$ cat src/tpio_defines.svh
/*
 * Register offsets, field positions and reset values of the three-port
 * parallel I/O block.
 * Assumes inclusion by bare name from the package and the design modules.
 */
// How it works
// - one latch per pin, untouched by reset
// - port C has six pins, low bits
// - direction one drives pin, zero releases it
// - direction bits read/write, cleared at reset
// - output pins read back the latch
// - input pins read the pin level
// - data writes update the latches whenever byte lane 0 is enabled
// - port B pins double as converter channels
// - converter-selected input bits read zero
// - converter pins ignore port B direction
// - top port C direction bit outputs clock
// - clock enable overrides pin 2 direction
`ifndef TPIO_DEFINES_SVH
`define TPIO_DEFINES_SVH

`define TPIO_OFS_DATA_A   8'h00
`define TPIO_OFS_DATA_B   8'h01
`define TPIO_OFS_DATA_C   8'h02
`define TPIO_OFS_DIR_A    8'h04
`define TPIO_OFS_DIR_B    8'h05
`define TPIO_OFS_DIR_C    8'h06
`define TPIO_DIR_RESET    8'h00
`define TPIO_C_DATA_MASK  8'h3F
`define TPIO_C_DIR_MASK   8'hBF
`define TPIO_CLK_EN_BIT   7
`define TPIO_CLK_PIN      2
`define TPIO_ADDR_W       8

`endif

$ cat src/tpio_pkg.sv
/*
 * Types of the three-port parallel I/O block.
 * Assumes the defines header is on the include path.
 */
`include "tpio_defines.svh"
package tpio_pkg;
    // one Avalon request, carried together
    typedef struct packed {
        logic [`TPIO_ADDR_W-1:0] address;
        logic                    read;
        logic                    write;
        logic [31:0]             writedata;
    } tpio_req_t;

    // bus slave state
    typedef enum logic [0:0] {
        TPIO_IDLE,
        TPIO_DONE
    } tpio_state_t;
endpackage

$ cat src/tpio_read_mux.sv
/*
 * Read-back selection of one port data register.
 * Assumes all inputs are on the bus clock.
 */
module tpio_read_mux (
    input  wire logic [7:0] latch,
    input  wire logic [7:0] dir,
    input  wire logic [7:0] pin,
    input  wire logic [7:0] conv_sel,
    output logic      [7:0] rd
);
    // output bits read the latch, inputs the pin, converter inputs zero
    always_comb begin
        for (int i = 0; i < 8; i++) begin
            if (dir[i])
                rd[i] = latch[i];
            else if (conv_sel[i])
                rd[i] = 1'b0;
            else
                rd[i] = pin[i];
        end
    end
endmodule // tpio_read_mux

$ cat src/tpio_sync.sv
/*
 * Two-flop synchroniser for a group of pin levels.
 * Assumes the pins are asynchronous to clock.
 */
module tpio_sync (
    input  wire logic       clock,
    input  wire logic [7:0] async_in,
    output logic      [7:0] sync_out
);
    logic [7:0] meta_r;
    // first stage feeds only the second
    always_ff @(posedge clock) begin
        meta_r   <= async_in;
        sync_out <= meta_r;
    end
endmodule // tpio_sync

$ cat src/tpio_top.sv
/*
 * Three parallel I/O ports with data latches and direction registers,
 * reached over an Avalon-MM slave with waitrequest.
 * Assumes pins are asynchronous; converter select and the system clock
 * level come from logic on the same clock.
 */
// Implementation choice: the Avalon-MM interface to the registers.
`include "tpio_defines.svh"
module tpio_top (
    input  wire logic                   clock,
    input  wire logic                   srst,
    input  wire logic [`TPIO_ADDR_W-1:0] address,
    input  wire logic                   read,
    input  wire logic                   write,
    input  wire logic [31:0]            writedata,
    input  wire logic [3:0]             byteenable,
    output logic      [31:0]            readdata,
    output logic                        waitrequest,
    input  wire logic [7:0]             port_a_in,
    output logic      [7:0]             port_a_out,
    output logic      [7:0]             port_a_oe,
    input  wire logic [7:0]             port_b_in,
    output logic      [7:0]             port_b_out,
    output logic      [7:0]             port_b_oe,
    input  wire logic [5:0]             port_c_in,
    output logic      [5:0]             port_c_out,
    output logic      [5:0]             port_c_oe,
    input  wire logic [4:0]             converter_channel_select,
    input  wire logic                   conv_active,
    input  wire logic                   sys_clk_level
);
    import tpio_pkg::*;

    ////////////////////////////////////////////////////////////////////
    // registers
    tpio_req_t   req;
    tpio_state_t state_r;
    logic [7:0]  port_a_data_r, port_b_data_r;
    logic [5:0]  port_c_data_r;
    logic [7:0]  port_a_direction_bits_r, port_b_direction_bits_r;
    logic [5:0]  port_c_direction_bits_r;
    logic        clock_output_enable_r;
    logic [7:0]  pin_a_s, pin_b_s, pin_c_s;
    logic [7:0]  rd_a, rd_b, rd_c;
    logic [7:0]  conv_b;
    logic [7:0]  rd_nxt;
    logic        wr_go, lane0;

    assign req   = '{address: address, read: read, write: write,
                     writedata: writedata};
    assign lane0 = byteenable[0];

    // decode a channel number onto the port B pins it claims
    function automatic logic [7:0] chan_onehot(input logic [4:0] ch,
                                               input logic act);
        logic [7:0] v;
        v = 8'h00;
        if (act && ch < 5'h08)
            v[ch[2:0]] = 1'b1;
        return v;
    endfunction

    assign conv_b = chan_onehot(converter_channel_select, conv_active);

    ////////////////////////////////////////////////////////////////////
    // pin synchronisers
    tpio_sync u_sync_a (.clock(clock), .async_in(port_a_in),
                        .sync_out(pin_a_s));
    tpio_sync u_sync_b (.clock(clock), .async_in(port_b_in),
                        .sync_out(pin_b_s));
    tpio_sync u_sync_c (.clock(clock), .async_in({2'b00, port_c_in}),
                        .sync_out(pin_c_s));

    ////////////////////////////////////////////////////////////////////
    // bus slave: one wait state, answer on the second edge
    // the extra cycle lets read data come straight from a flop
    always_ff @(posedge clock) begin
        if (srst)
            state_r <= TPIO_IDLE;
        else if (state_r == TPIO_IDLE && (req.read || req.write))
            state_r <= TPIO_DONE;
        else
            state_r <= TPIO_IDLE;
    end

    // a write lands at the edge that completes the transfer, when the
    // master sees waitrequest low; the request still stands there
    assign wr_go = (state_r == TPIO_DONE) && req.write && lane0;

    // waitrequest drops for exactly the answering cycle
    always_ff @(posedge clock) begin
        if (srst)
            waitrequest <= 1'b1;
        else
            waitrequest <= !(state_r == TPIO_IDLE &&
                             (req.read || req.write));
    end

    ////////////////////////////////////////////////////////////////////
    // data latches: no reset, written whatever the direction
    always_ff @(posedge clock) begin
        if (wr_go) begin
            if (req.address == `TPIO_OFS_DATA_A)
                port_a_data_r <= req.writedata[7:0];
            else if (req.address == `TPIO_OFS_DATA_B)
                port_b_data_r <= req.writedata[7:0];
            else if (req.address == `TPIO_OFS_DATA_C)
                port_c_data_r <= req.writedata[5:0];
        end
    end

    // direction registers and clock-output enable
    always_ff @(posedge clock) begin
        if (srst) begin
            port_a_direction_bits_r <= `TPIO_DIR_RESET;
            port_b_direction_bits_r <= `TPIO_DIR_RESET;
            port_c_direction_bits_r <= 6'h00;
            clock_output_enable_r   <= 1'b0;
        end else if (wr_go) begin
            if (req.address == `TPIO_OFS_DIR_A)
                port_a_direction_bits_r <= req.writedata[7:0];
            else if (req.address == `TPIO_OFS_DIR_B)
                port_b_direction_bits_r <= req.writedata[7:0];
            else if (req.address == `TPIO_OFS_DIR_C) begin
                port_c_direction_bits_r <= req.writedata[5:0];
                clock_output_enable_r   <=
                    req.writedata[`TPIO_CLK_EN_BIT];
            end
        end
    end

    ////////////////////////////////////////////////////////////////////
    // read path
    tpio_read_mux u_rd_a (.latch(port_a_data_r),
                          .dir(port_a_direction_bits_r),
                          .pin(pin_a_s), .conv_sel(8'h00), .rd(rd_a));
    tpio_read_mux u_rd_b (.latch(port_b_data_r),
                          .dir(port_b_direction_bits_r),
                          .pin(pin_b_s), .conv_sel(conv_b), .rd(rd_b));
    tpio_read_mux u_rd_c (.latch({2'b00, port_c_data_r}),
                          .dir({2'b00, port_c_direction_bits_r}),
                          .pin(pin_c_s), .conv_sel(8'h00), .rd(rd_c));

    // unmapped offsets read zero
    always_comb begin
        if (req.address == `TPIO_OFS_DATA_A)
            rd_nxt = rd_a;
        else if (req.address == `TPIO_OFS_DATA_B)
            rd_nxt = rd_b;
        else if (req.address == `TPIO_OFS_DATA_C)
            rd_nxt = rd_c & `TPIO_C_DATA_MASK;
        else if (req.address == `TPIO_OFS_DIR_A)
            rd_nxt = port_a_direction_bits_r;
        else if (req.address == `TPIO_OFS_DIR_B)
            rd_nxt = port_b_direction_bits_r;
        else if (req.address == `TPIO_OFS_DIR_C)
            rd_nxt = {clock_output_enable_r, 1'b0,
                      port_c_direction_bits_r};
        else
            rd_nxt = 8'h00;
    end

    always_ff @(posedge clock) begin
        if (srst)
            readdata <= 32'h0000_0000;
        else if (state_r == TPIO_IDLE && req.read)
            readdata <= {24'h00_0000, rd_nxt};
    end

    ////////////////////////////////////////////////////////////////////
    // pin drivers, all registered
    always_ff @(posedge clock) begin
        if (srst) begin
            port_a_oe <= 8'h00;
            port_b_oe <= 8'h00;
            port_c_oe <= 6'h00;
        end else begin
            port_a_oe <= port_a_direction_bits_r;
            port_b_oe <= port_b_direction_bits_r & ~conv_b;
            port_c_oe <= port_c_direction_bits_r |
                         (6'(clock_output_enable_r) << `TPIO_CLK_PIN);
        end
    end

    // the clock on pin 2 is a sampled copy; it lags by one cycle
    always_ff @(posedge clock) begin
        if (srst) begin
            port_a_out <= 8'h00;
            port_b_out <= 8'h00;
            port_c_out <= 6'h00;
        end else begin
            port_a_out <= port_a_data_r;
            port_b_out <= port_b_data_r;
            port_c_out <= port_c_data_r;
            if (clock_output_enable_r)
                port_c_out[`TPIO_CLK_PIN] <= sys_clk_level;
        end
    end

    ////////////////////////////////////////////////////////////////////
    // checks
    // srst may fall with the clock edge itself, and disable iff sees the
    // current value, so that edge is not masked; a !$past(srst) guard
    // keeps history from before the reset out of those checks

    // reset state of the direction side
    dir_reset_a: assert property (@(posedge clock)
        srst |=> port_a_direction_bits_r == 8'h00 &&
        port_b_direction_bits_r == 8'h00 &&
        port_c_direction_bits_r == 6'h00 && !clock_output_enable_r)
        else $error("direction not cleared");

    // pad enables follow the direction bits one cycle later, except converter pins, which stay released, and clock pin 2
    oe_follow_a: assert property (@(posedge clock)
        disable iff (srst) !$past(srst) |->
        port_a_oe == $past(port_a_direction_bits_r))
        else $error("port a enable wrong");
    oe_c_follow_a: assert property (@(posedge clock)
        disable iff (srst) !$past(srst) |->
        port_c_oe[1:0] == $past(port_c_direction_bits_r[1:0]) &&
        port_c_oe[5:3] == $past(port_c_direction_bits_r[5:3]))
        else $error("port c enable wrong");
    conv_release_a: assert property (@(posedge clock)
        disable iff (srst) !$past(srst) |->
        ($past(conv_b) & port_b_oe) == 8'h00)
        else $error("converter pin driven");

    // clock output on pin 2 overrides its direction bit
    clk_pin_a: assert property (@(posedge clock)
        disable iff (srst) !$past(srst) &&
        $past(clock_output_enable_r) |-> port_c_oe[2])
        else $error("clock pin not driven");
    clk_level_a: assert property (@(posedge clock)
        disable iff (srst) !$past(srst) &&
        $past(clock_output_enable_r) |->
        port_c_out[`TPIO_CLK_PIN] == $past(sys_clk_level))
        else $error("clock pin level wrong");

    // register writes land at the answering edge
    latch_write_a: assert property (@(posedge clock)
        disable iff (srst) wr_go && address == `TPIO_OFS_DATA_A |=>
        port_a_data_r == $past(writedata[7:0]))
        else $error("latch not written");
    latch_b_write_a: assert property (@(posedge clock)
        disable iff (srst) wr_go && address == `TPIO_OFS_DATA_B |=>
        port_b_data_r == $past(writedata[7:0]))
        else $error("port b latch not written");
    latch_c_write_a: assert property (@(posedge clock)
        disable iff (srst) wr_go && address == `TPIO_OFS_DATA_C |=>
        port_c_data_r == $past(writedata[5:0]))
        else $error("port c latch not written");
    dir_write_a: assert property (@(posedge clock)
        disable iff (srst) wr_go && address == `TPIO_OFS_DIR_B |=>
        port_b_direction_bits_r == $past(writedata[7:0]))
        else $error("port b direction not written");
    dirc_write_a: assert property (@(posedge clock)
        disable iff (srst) wr_go && address == `TPIO_OFS_DIR_C |=>
        port_c_direction_bits_r == $past(writedata[5:0]) &&
        clock_output_enable_r == $past(writedata[`TPIO_CLK_EN_BIT]))
        else $error("port c direction not written");

    // read data, loaded at the edge that takes the request
    read_out_a: assert property (@(posedge clock)
        disable iff (srst)
        state_r == TPIO_IDLE && read && address == `TPIO_OFS_DATA_A &&
        port_a_direction_bits_r == 8'hFF |=>
        readdata[7:0] == $past(port_a_data_r))
        else $error("output read not latch");
    read_b_out_a: assert property (@(posedge clock)
        disable iff (srst)
        state_r == TPIO_IDLE && read && address == `TPIO_OFS_DATA_B |=>
        (readdata[7:0] & $past(port_b_direction_bits_r)) ==
        $past(port_b_data_r & port_b_direction_bits_r))
        else $error("port b output read wrong");
    read_in_a: assert property (@(posedge clock)
        disable iff (srst)
        state_r == TPIO_IDLE && read && address == `TPIO_OFS_DATA_A |=>
        (readdata[7:0] & ~$past(port_a_direction_bits_r)) ==
        ($past(pin_a_s) & ~$past(port_a_direction_bits_r)))
        else $error("input read not pin");
    conv_zero_a: assert property (@(posedge clock)
        disable iff (srst)
        state_r == TPIO_IDLE && read && address == `TPIO_OFS_DATA_B |=>
        (readdata[7:0] & $past(conv_b & ~port_b_direction_bits_r)) == 8'h00)
        else $error("converter input not zero");
    datac_read_a: assert property (@(posedge clock)
        disable iff (srst)
        state_r == TPIO_IDLE && read && address == `TPIO_OFS_DATA_C |=>
        readdata[7:6] == 2'b00)
        else $error("port c upper bits not zero");
    dirc_read_a: assert property (@(posedge clock)
        disable iff (srst)
        state_r == TPIO_IDLE && read && address == `TPIO_OFS_DIR_C |=>
        readdata[6] == 1'b0 && readdata[7] == $past(clock_output_enable_r))
        else $error("port c direction read wrong");
    unmapped_read_a: assert property (@(posedge clock)
        disable iff (srst)
        state_r == TPIO_IDLE && read && address > `TPIO_OFS_DATA_C &&
        address < `TPIO_OFS_DIR_A |=> readdata == 32'h0000_0000)
        else $error("unmapped read not zero");
    upper_zero_a: assert property (@(posedge clock)
        disable iff (srst) readdata[31:8] == 24'h00_0000)
        else $error("upper read bits not zero");

    // one answer per request, and data that stands until the next read
    answer_a: assert property (@(posedge clock)
        disable iff (srst)
        state_r == TPIO_IDLE && (read || write) |=> !waitrequest)
        else $error("request not answered");
    wait_once_a: assert property (@(posedge clock)
        disable iff (srst) !waitrequest |=> waitrequest)
        else $error("two answers in a row");
    read_hold_a: assert property (@(posedge clock)
        disable iff (srst)
        !(state_r == TPIO_IDLE && read) |=> $stable(readdata))
        else $error("read data did not stand");
endmodule // tpio_top

$ cat config.mk
export PLATFORM = sky130hd
export DESIGN_NAME = tpio_top
export DESIGN_NICKNAME = d
export VERILOG_FILES = /design/src/tpio_pkg.sv /design/src/tpio_read_mux.sv /design/src/tpio_sync.sv /design/src/tpio_top.sv
export VERILOG_INCLUDE_DIRS = /design/src
export SDC_FILE = /design/constraint.sdc
export NUM_CORES = 1
export LEC_CHECK = 0
export ABC_CLOCK_PERIOD_IN_PS = 1900
export BUFFER_PORTS_ARGS = -buffer_cell sky130_fd_sc_hd__buf_2
export CAP_MARGIN = 30
export CORE_MARGIN = 2
export CORE_UTILIZATION = 48
export CTS_BUF_LIST = sky130_fd_sc_hd__clkbuf_4 sky130_fd_sc_hd__clkbuf_8
export DETAILED_ROUTE_END_ITERATION = 12
export PLACE_DENSITY = 0.87
export RECOVER_POWER = 25
export SLEW_MARGIN = 15
export SYNTH_ARGS = -nofsm -noshare
export SYNTH_HDL_FRONTEND = slang
export SYNTH_HIERARCHICAL = 1
export SYNTH_SLANG_ARGS = --single-unit
export TNS_END_PERCENT = 10
$ cat constraint.sdc
create_clock -name clock -period 1.9 [get_ports clock]
set_input_delay 0.19 -clock clock [delete_from_list [all_inputs] [get_ports clock]]
set_output_delay 0.19 -clock clock [all_outputs]
set_load 0.05 [all_outputs]
---- After elaboration in Yosys (flattened, before gate mapping) ----
Cells that the tools add are included.
word-level totals
  flip-flop bits (word level) ............. 143
  input bits .............................. 77
  output and inout port bits .............. 77
  logic and storage cells ................. 94
operators by class
  $lt $le $gt $ge ......................... 3
  equal/unequal tests ..................... 5
  mux-type cells .......................... 41
  bitwise gates (word level) .............. 8
  reduce and logical (&&, ||, !) cells .... 15
operators with widths
  cell                count
  $mux 8              7
  $mux 1              33
  $eq 8x3->1 const B  3
  $and 8x8->8         1
  $eq 8x1->1 const B  1
  $eq 8x2->1 const B  1
  $logic_not 8->1     1
  $not 8->8           1
  $reduce_and 4->1    2
  $logic_and 1x1->1   6
  $or 6x3->6          1
  $reduce_and 3->1    2
  $lt 5x4->1 const B  1
  $not 1->1           5
  $lt 3x4->1 const B  1
  $reduce_and 2->1    2
  $demux 1 s3         1
  $ge 3x1->1 const B  1
  $logic_not 1->1     1
  $logic_or 1x1->1    1

---- Depth between registers and ports, before layout ----
Gate-level depths: netlist of run 1.
  depth in word-level cells ............... 9
  gate-level depth with buffers ........... 9
  depth with buffers taken out ............ 9

---- Hierarchy ----
The synthesis of run 1 kept the hierarchy.
by module, submodules not included
  module         instances  cells each  area each (µm²)  seq. area each (µm²)
  tpio_top       1          341         3692.3           2202.1
  tpio_sync      3          16          320.3            320.3
  tpio_read_mux  3          24          210.2            0.0

---- Worst setup path before layout of run 1 ----
No wires, ideal clock.
  path type ............................... in2reg
  start ................................... input port address[5]
  end ..................................... register port_b_data_r[0] (enable)
  library setup time ...................... 395 ps
  arrival ................................. 1636 ps
  required time ........................... 1505 ps
  slack ................................... -131 ps
  stages .................................. 3
  buffers on the path ..................... 0
  path through ............................ nor4_1 -> nand2_1 -> nor4_1
on the way
  longest elaborated chain between the ends .. 3
  elaborated cells on any way between the ends .. 4
  classes of those cells .................. eq/ne: 1; bitwise: 1; reduce/logical: 2
RTL lines
  what                                 RTL line         source
  start: declaration                   tpio_top.sv:12   input wire logic [`TPIO_ADDR_W-1:0] address,
  $logic_not 8->1 (no source line)     n/a
  $not 1->1 (no source line)           n/a
  $reduce_and 3->1 (no source line) *  n/a
  end signal: assignment               tpio_top.sv:106  port_b_data_r <= req.writedata[7:0];
  end: declaration                     tpio_top.sv:38   logic [7:0] port_a_data_r, port_b_data_r;
Mark *: on every way between the ends. The rest lies on a longest branch, timed or not.
A chain may end at the register's enable or synchronous reset.

---- Worst setup path in the final report of run 1 ----
  start ................................... input port address[5]
  end ..................................... register port_c_direction_bits_r[4]
on the way
  longest elaborated chain between the ends .. 3
  elaborated cells on any way between the ends .. 6
  classes of those cells .................. eq/ne: 3; bitwise: 2; reduce/logical: 1
RTL lines
  what                                 RTL line         source
  $eq 8x3->1 (no source line)          n/a
  $not 1->1 (no source line)           n/a
  $reduce_and 4->1 (no source line) *  n/a
  end signal: assignment               tpio_top.sv:125  port_c_direction_bits_r <= req.writedata[5:0];
  end: declaration                     tpio_top.sv:41   logic [5:0] port_c_direction_bits_r;
Marks and branches as above.

==> flow_metrics.env, run 1 <==
export IMPL_fin_util_pct=63.9
export IMPL_holdWs_ps=31.2
export IMPL_grt_use_met3_pct=6.23
export IMPL_hp_class="in2reg"
export IMPL_antenna_cells=0
export IMPL_rsz0062_at_grt="no"
export IMPL_io_buffers=102
export IMPL_grt_pass1_wl_mm=17.8
export IMPL_drive_gt1_share_pct=32.4
export IMPL_cts_buffer_depth=2
export IMPL_dp_hpwl_mm=8.31
export IMPL_drt_initial_drc_count=167
export IMPL_power_leakage_uw=0.00310
export IMPL_final_common_cell="dfxtp_1"
export IMPL_track_usage_pct=20.8
export IMPL_layout_nets=703
export IMPL_die_area_um2=11600
export IMPL_period_minus_slack_ps=1500
export IMPL_syn_area_um2=5150
export IMPL_clkPwrFrac_pct=39.4
export IMPL_totalWireLength_mm=11.5
export IMPL_dpl_worst_slack_ps=-35.3
export IMPL_ff_latch_area_um2=3080
export IMPL_postRouteAntennaNets=0
export IMPL_cts_root_buffer="clkbuf_8"
export IMPL_die_w_um=108
export IMPL_internal_power_uw=4680
export IMPL_grt_pass1_vias=3689
export IMPL_hold_viol=0
export IMPL_finClkSkew_ps=9.27
export IMPL_cap_violations=0
export IMPL_most_common_layout_cells="dfxtp_1, buf_2, nand2_1, conb_1, mux2i_1"
export IMPL_p_per_area_nw_per_um2=925
export IMPL_cts_setup_buffers=0
export IMPL_switching_share_pct=23.7
export IMPL_start_util_pct=49.7
export IMPL_cts_buffers=17
export IMPL_path_max_fanout=4
export IMPL_clkTransAtPathRegs_ps=70
export IMPL_seqPwrFrac_pct=51.9
export IMPL_postLayoutCellArea_um2=6630
export IMPL_rows=37
export IMPL_grt_max_degree=38
export IMPL_cts_tree="yes"
export IMPL_p_sw_uw=1450
export IMPL_synth_avg_cell_area_um2=11.4
export IMPL_nFillCells=802
export IMPL_rrSetupSlack_ps=450
export IMPL_max_freq_ghz=0.667
export IMPL_htreeDepth=4
export IMPL_start_kind="input port"
export IMPL_vias_per_cell=4.72
export IMPL_path_class="in2reg"
export IMPL_end_kind="flop"
export IMPL_status="complete, no violations"
export IMPL_max_slew_margin_pct=55.2
export IMPL_yosys_warnings=6
export IMPL_synth_cells=451
export IMPL_arrival_ps=1870
export IMPL_area_growth_pct=28.7
export IMPL_required_ps=2270
export IMPL_multiInputGateArea_um2=1870
export IMPL_gp_congestion=0.884
export IMPL_grt_busiest_layer="met2"
export IMPL_finalMaxSlewViolations=0
export IMPL_core_um2=10400
export IMPL_post_dp_cell_area_um2=5920
export IMPL_worst_slack_ps=401
export IMPL_overflow=0
export IMPL_met2_usage_pct=34.5
export IMPL_clk_latency_ps=440
export IMPL_vias=3656
export IMPL_wl_per_cell_um=14.9
export IMPL_finalCritPeriodShare_pct=78.9
export IMPL_drc=0
export IMPL_finalPower_uw=6130
export IMPL_dr_pass1_iters=4
export IMPL_tightest_slew_ps=672
export IMPL_setup_viol=0
export IMPL_num_io_pins=154
export IMPL_antenna_found_initial=0
export IMPL_combPwrFrac_pct=8.7
export IMPL_ir_drop_v=0.000641
export IMPL_met1_usage_pct=24.2
export IMPL_clock_sinks=143
export IMPL_die_h_um=108
==> critical path, stage by stage <==
cell and delay (ps):
buf_2 110, or4_4 560, nor3b_4 280, buf_4 170, and3_1 330, mux2i_1 230
==> repair_timing <==
item	4_1_cts	5_1_grt
endpoints found under the hold margin	45	0
resized for setup	0	0
hold buffers	31	0
endpoints found under the setup margin	0	0
==> power groups by stage <==
stage | sequential (uW) | combinational (uW) | clock [uW]
global placement | 3240 | 473 | 0
detailed placement | 3250 | 479 | 0
floorplan | 3320 | 301 | 0
CTS | 3180 | 530 | 2470
finish | 3180 | 532 | 2420
global route | 3180 | 566 | 2600
==> registers in the layout, indices dropped and copies added (netlist names), 6 cells and up <==
signal	count
u_sync_c/sync_out	6
port_c_data_r	6
u_sync_a/meta_r	8
port_a_data_r	8
port_b_data_r	8
port_b_direction_bits_r	8
u_sync_c/meta_r	6
u_sync_b/sync_out	8
u_sync_a/sync_out	8
u_sync_b/meta_r	8
readdata	8
port_a_direction_bits_r	8
port_a_out	8
port_c_out	6
port_b_oe	8
port_c_direction_bits_r	6
port_b_out	8
port_c_oe	6
port_a_oe	8
==> cell type report <==
class                   instances  share of cell area, %
clock buffers                  20                   3.96
clock inverters                12                   2.13
inverters                      23                   1.30
multi-input cells             282                   28.3
flip-flops and latches        143                   46.5
well taps                     136                   2.57
repair buffers                159                   15.3
==> stage by stage <==
| step | std cells | setup TNS, ps |
|---|---|---|
| 2_1_floorplan | 488 | -2100 |
| 3_3_place_gp | 712 | -60.0 |
| 3_5_place_dp | 712 | -87.9 |
| 4_1_cts | 775 | 0 |
| 5_1_grt | 775 | 0 |
| 6_report | 775 | 0 |
==> final timing paths <==
check | end | from | cells past startpoint
max | port_c_direction_bits_r[4] | address[5] | 6
min | waitrequest | write | 2
max reg2reg | port_c_data_r[3] | state_r | 3
min reg2reg | u_sync_b/sync_out[0] | u_sync_b/meta_r[0] | 0
==> metal layers <==
layer	wire, um	vias up
li1	-	1808
met1	4660	1683
met2	5700	135
met3	765	30
met4	386	0
met5	0	-
(Power assumes the default switching activity.)
==> run 2: changes to the inputs <==
--- a/config.mk
+++ b/config.mk
@@ -6,14 +6,15 @@
 export SDC_FILE = /design/constraint.sdc
 export NUM_CORES = 1
 export LEC_CHECK = 0
-export ABC_CLOCK_PERIOD_IN_PS = 1900
+export ABC_AREA = 1
+export ABC_CLOCK_PERIOD_IN_PS = 1500
 export BUFFER_PORTS_ARGS = -buffer_cell sky130_fd_sc_hd__buf_2
 export CAP_MARGIN = 30
 export CORE_MARGIN = 2
 export CORE_UTILIZATION = 48
 export CTS_BUF_LIST = sky130_fd_sc_hd__clkbuf_4 sky130_fd_sc_hd__clkbuf_8
 export DETAILED_ROUTE_END_ITERATION = 12
-export PLACE_DENSITY = 0.87
+export PLACE_DENSITY = 0.84
 export RECOVER_POWER = 25
 export SLEW_MARGIN = 15
 export SYNTH_ARGS = -nofsm -noshare
==> constraint.sdc (replaced) <==
create_clock -name clock -period 1.5 [get_ports clock]
set_input_delay 0.15 -clock clock [delete_from_list [all_inputs] [get_ports clock]]
set_output_delay 0.15 -clock clock [all_outputs]
set_load 0.05 [all_outputs]
==> flow_metrics.env, run 2 <==
export IMPL_yosys_warnings=6
export IMPL_antenna_found_initial=0
export IMPL_area_growth_pct=27.5
export IMPL_vias=4183
export IMPL_cts_tree="yes"
export IMPL_crit_slowest_cell="dfxtp_1"
export IMPL_arrival_ps=1630
export IMPL_layout_nets=845
export IMPL_status="complete, no violations"
export IMPL_start_kind="flop"
export IMPL_setup_viol=0
export IMPL_final_common_cell="dfxtp_1"
export IMPL_rows=38
export IMPL_start_util_pct=48.9
export IMPL_fin_util_pct=62.4
export IMPL_grt_pass1_vias=3948
export IMPL_cts_root_buffer="clkbuf_8"
export IMPL_cpLargestDelayFamily="simple AND/OR/NAND/NOR gates"
export IMPL_grt_pass1_wl_mm=17.7
export IMPL_overflow=0
export IMPL_drive_gt1_share_pct=23.2
export IMPL_htreeDepth=4
export IMPL_rsz0062_at_grt="no"
export IMPL_track_usage_pct=20.0
export IMPL_hold_viol=0
export IMPL_most_common_layout_cells="dfxtp_1, buf_2, inv_1, nand2_1, nor2_1"
export IMPL_die_h_um=109
export IMPL_dr_pass1_iters=5
export IMPL_max_stage_delay_ps=350
export IMPL_finalCritPeriodShare_pct=88.0
export IMPL_finalMaxSlewViolations=0
export IMPL_path_class="reg2reg"
export IMPL_syn_area_um2=5260
export IMPL_core_um2=10700
export IMPL_synth_avg_cell_area_um2=8.68
export IMPL_wl_per_cell_um=12.1
export IMPL_clkTransAtPathRegs_ps=70
export IMPL_end_kind="flop"
export IMPL_io_buffers=102
export IMPL_finClkSkew_ps=10.5
export IMPL_p_per_area_nw_per_um2=1220
export IMPL_period_minus_slack_ps=1320
export IMPL_dp_hpwl_mm=8.09
export IMPL_synth_cells=606
export IMPL_cap_violations=0
export IMPL_die_area_um2=11800
export IMPL_totalWireLength_mm=11.2
export IMPL_drt_initial_drc_count=175
export IMPL_drc=0
export IMPL_critical_path_cell_chain="nand3_2, inv_2, nand4_4, o21ai_0, a21oi_1"
export IMPL_path_max_fanout=14
export IMPL_nFillCells=912
export IMPL_cp_num_buf_inv=1
export IMPL_cts_setup_buffers=0
export IMPL_vias_per_cell=4.54
export IMPL_die_w_um=109
export IMPL_gp_congestion=0.867
export IMPL_ir_drop_v=0.00114
export IMPL_postRouteAntennaNets=0
export IMPL_hp_class="in2reg"
export IMPL_max_freq_ghz=0.758
export IMPL_num_io_pins=154
export IMPL_finalPower_uw=8170
export IMPL_cts_buffers=17
export IMPL_required_ps=1810
export IMPL_cts_buffer_depth=2
export IMPL_antenna_cells=0
export IMPL_clk_latency_ps=430
export IMPL_power_leakage_uw=0.00314
export IMPL_clock_sinks=143
export IMPL_grt_max_degree=33
[run 2: per-stage QoR]
stage / area [um^2] / hold WS, ps / setup slack [ps] / cells / TNS [ps]
after floorplan: 5400 / 178 / 36.6 / 643 / 0
after global placement: 5910 / 253 / -30.8 / 858 / -58.5
after detailed placement: 5910 / 254 / -15.6 / 858 / -25.5
after CTS: 6700 / 8.03 / 27.8 / 921 / 0
after global routing: 6710 / 45.0 / 78.4 / 921 / 0
final: 6710 / 44.6 / 180 / 921 / 0
[run 2: layer usage]
metal | share of wire [%] | wire [um] | vias up | track usage (%)
met5 | 0 | 0 | - | 0
met4 | 1.3 | 144 | 0 | 8.06
met3 | 5.9 | 657 | 14 | 5.68
met2 | 52 | 5810 | 146 | 35.4
met1 | 41 | 4570 | 1891 | 22.6
li1 | - | - | 2132 | -
[run 2: final timing paths]
path / end / cells past startpoint / slack (ps) / from
min: state_r / 3 / 40 / write
max reg2reg: clock_output_enable_r / 5 / 180 / state_r
max: clock_output_enable_r / 5 / 180 / state_r
min reg2reg: u_sync_b/sync_out[0] / 0 / 320 / u_sync_b/meta_r[0]
[run 2: layout make-up]
cell class,count,area (um^2),area share (%)
Tap cell,140,175,2.61
Sequential cell,143,3080,46.0
Multi-Input combinational cell,355,1650,24.6
Clock buffer,19,249,3.71
Inverter,106,400,5.97
Clock inverter,13,235,3.51
Timing Repair Buffer,145,911,13.6
[run 2: repair_timing]
| item | in CTS | in global routing |
|---|---|---|
| hold buffers | 31 | 0 |
| endpoints found under the setup margin | 0 | 13 |
| resized for setup | 0 | 4 |
| endpoints found under the hold margin | 45 | 0 |
[run 2: power by group]
group | leakage [uW] | internal (uW) | switching [uW]
Combinational | 0.00170 | 173 | 402
Sequential | 0.00120 | 3970 | 23.8
Clock | 0.000246 | 2200 | 1400
[run 2: worst reg2reg max path: cells and delay by family (launching register included)]
| family | cells | cell delay [ps] |
|---|---|---|
| AOI/OAI and AO/OA | 2 | 280 |
| DFF | 1 | 350 |
| and+or+nand+nor | 2 | 410 |
| buffers and inverters | 1 | 160 |
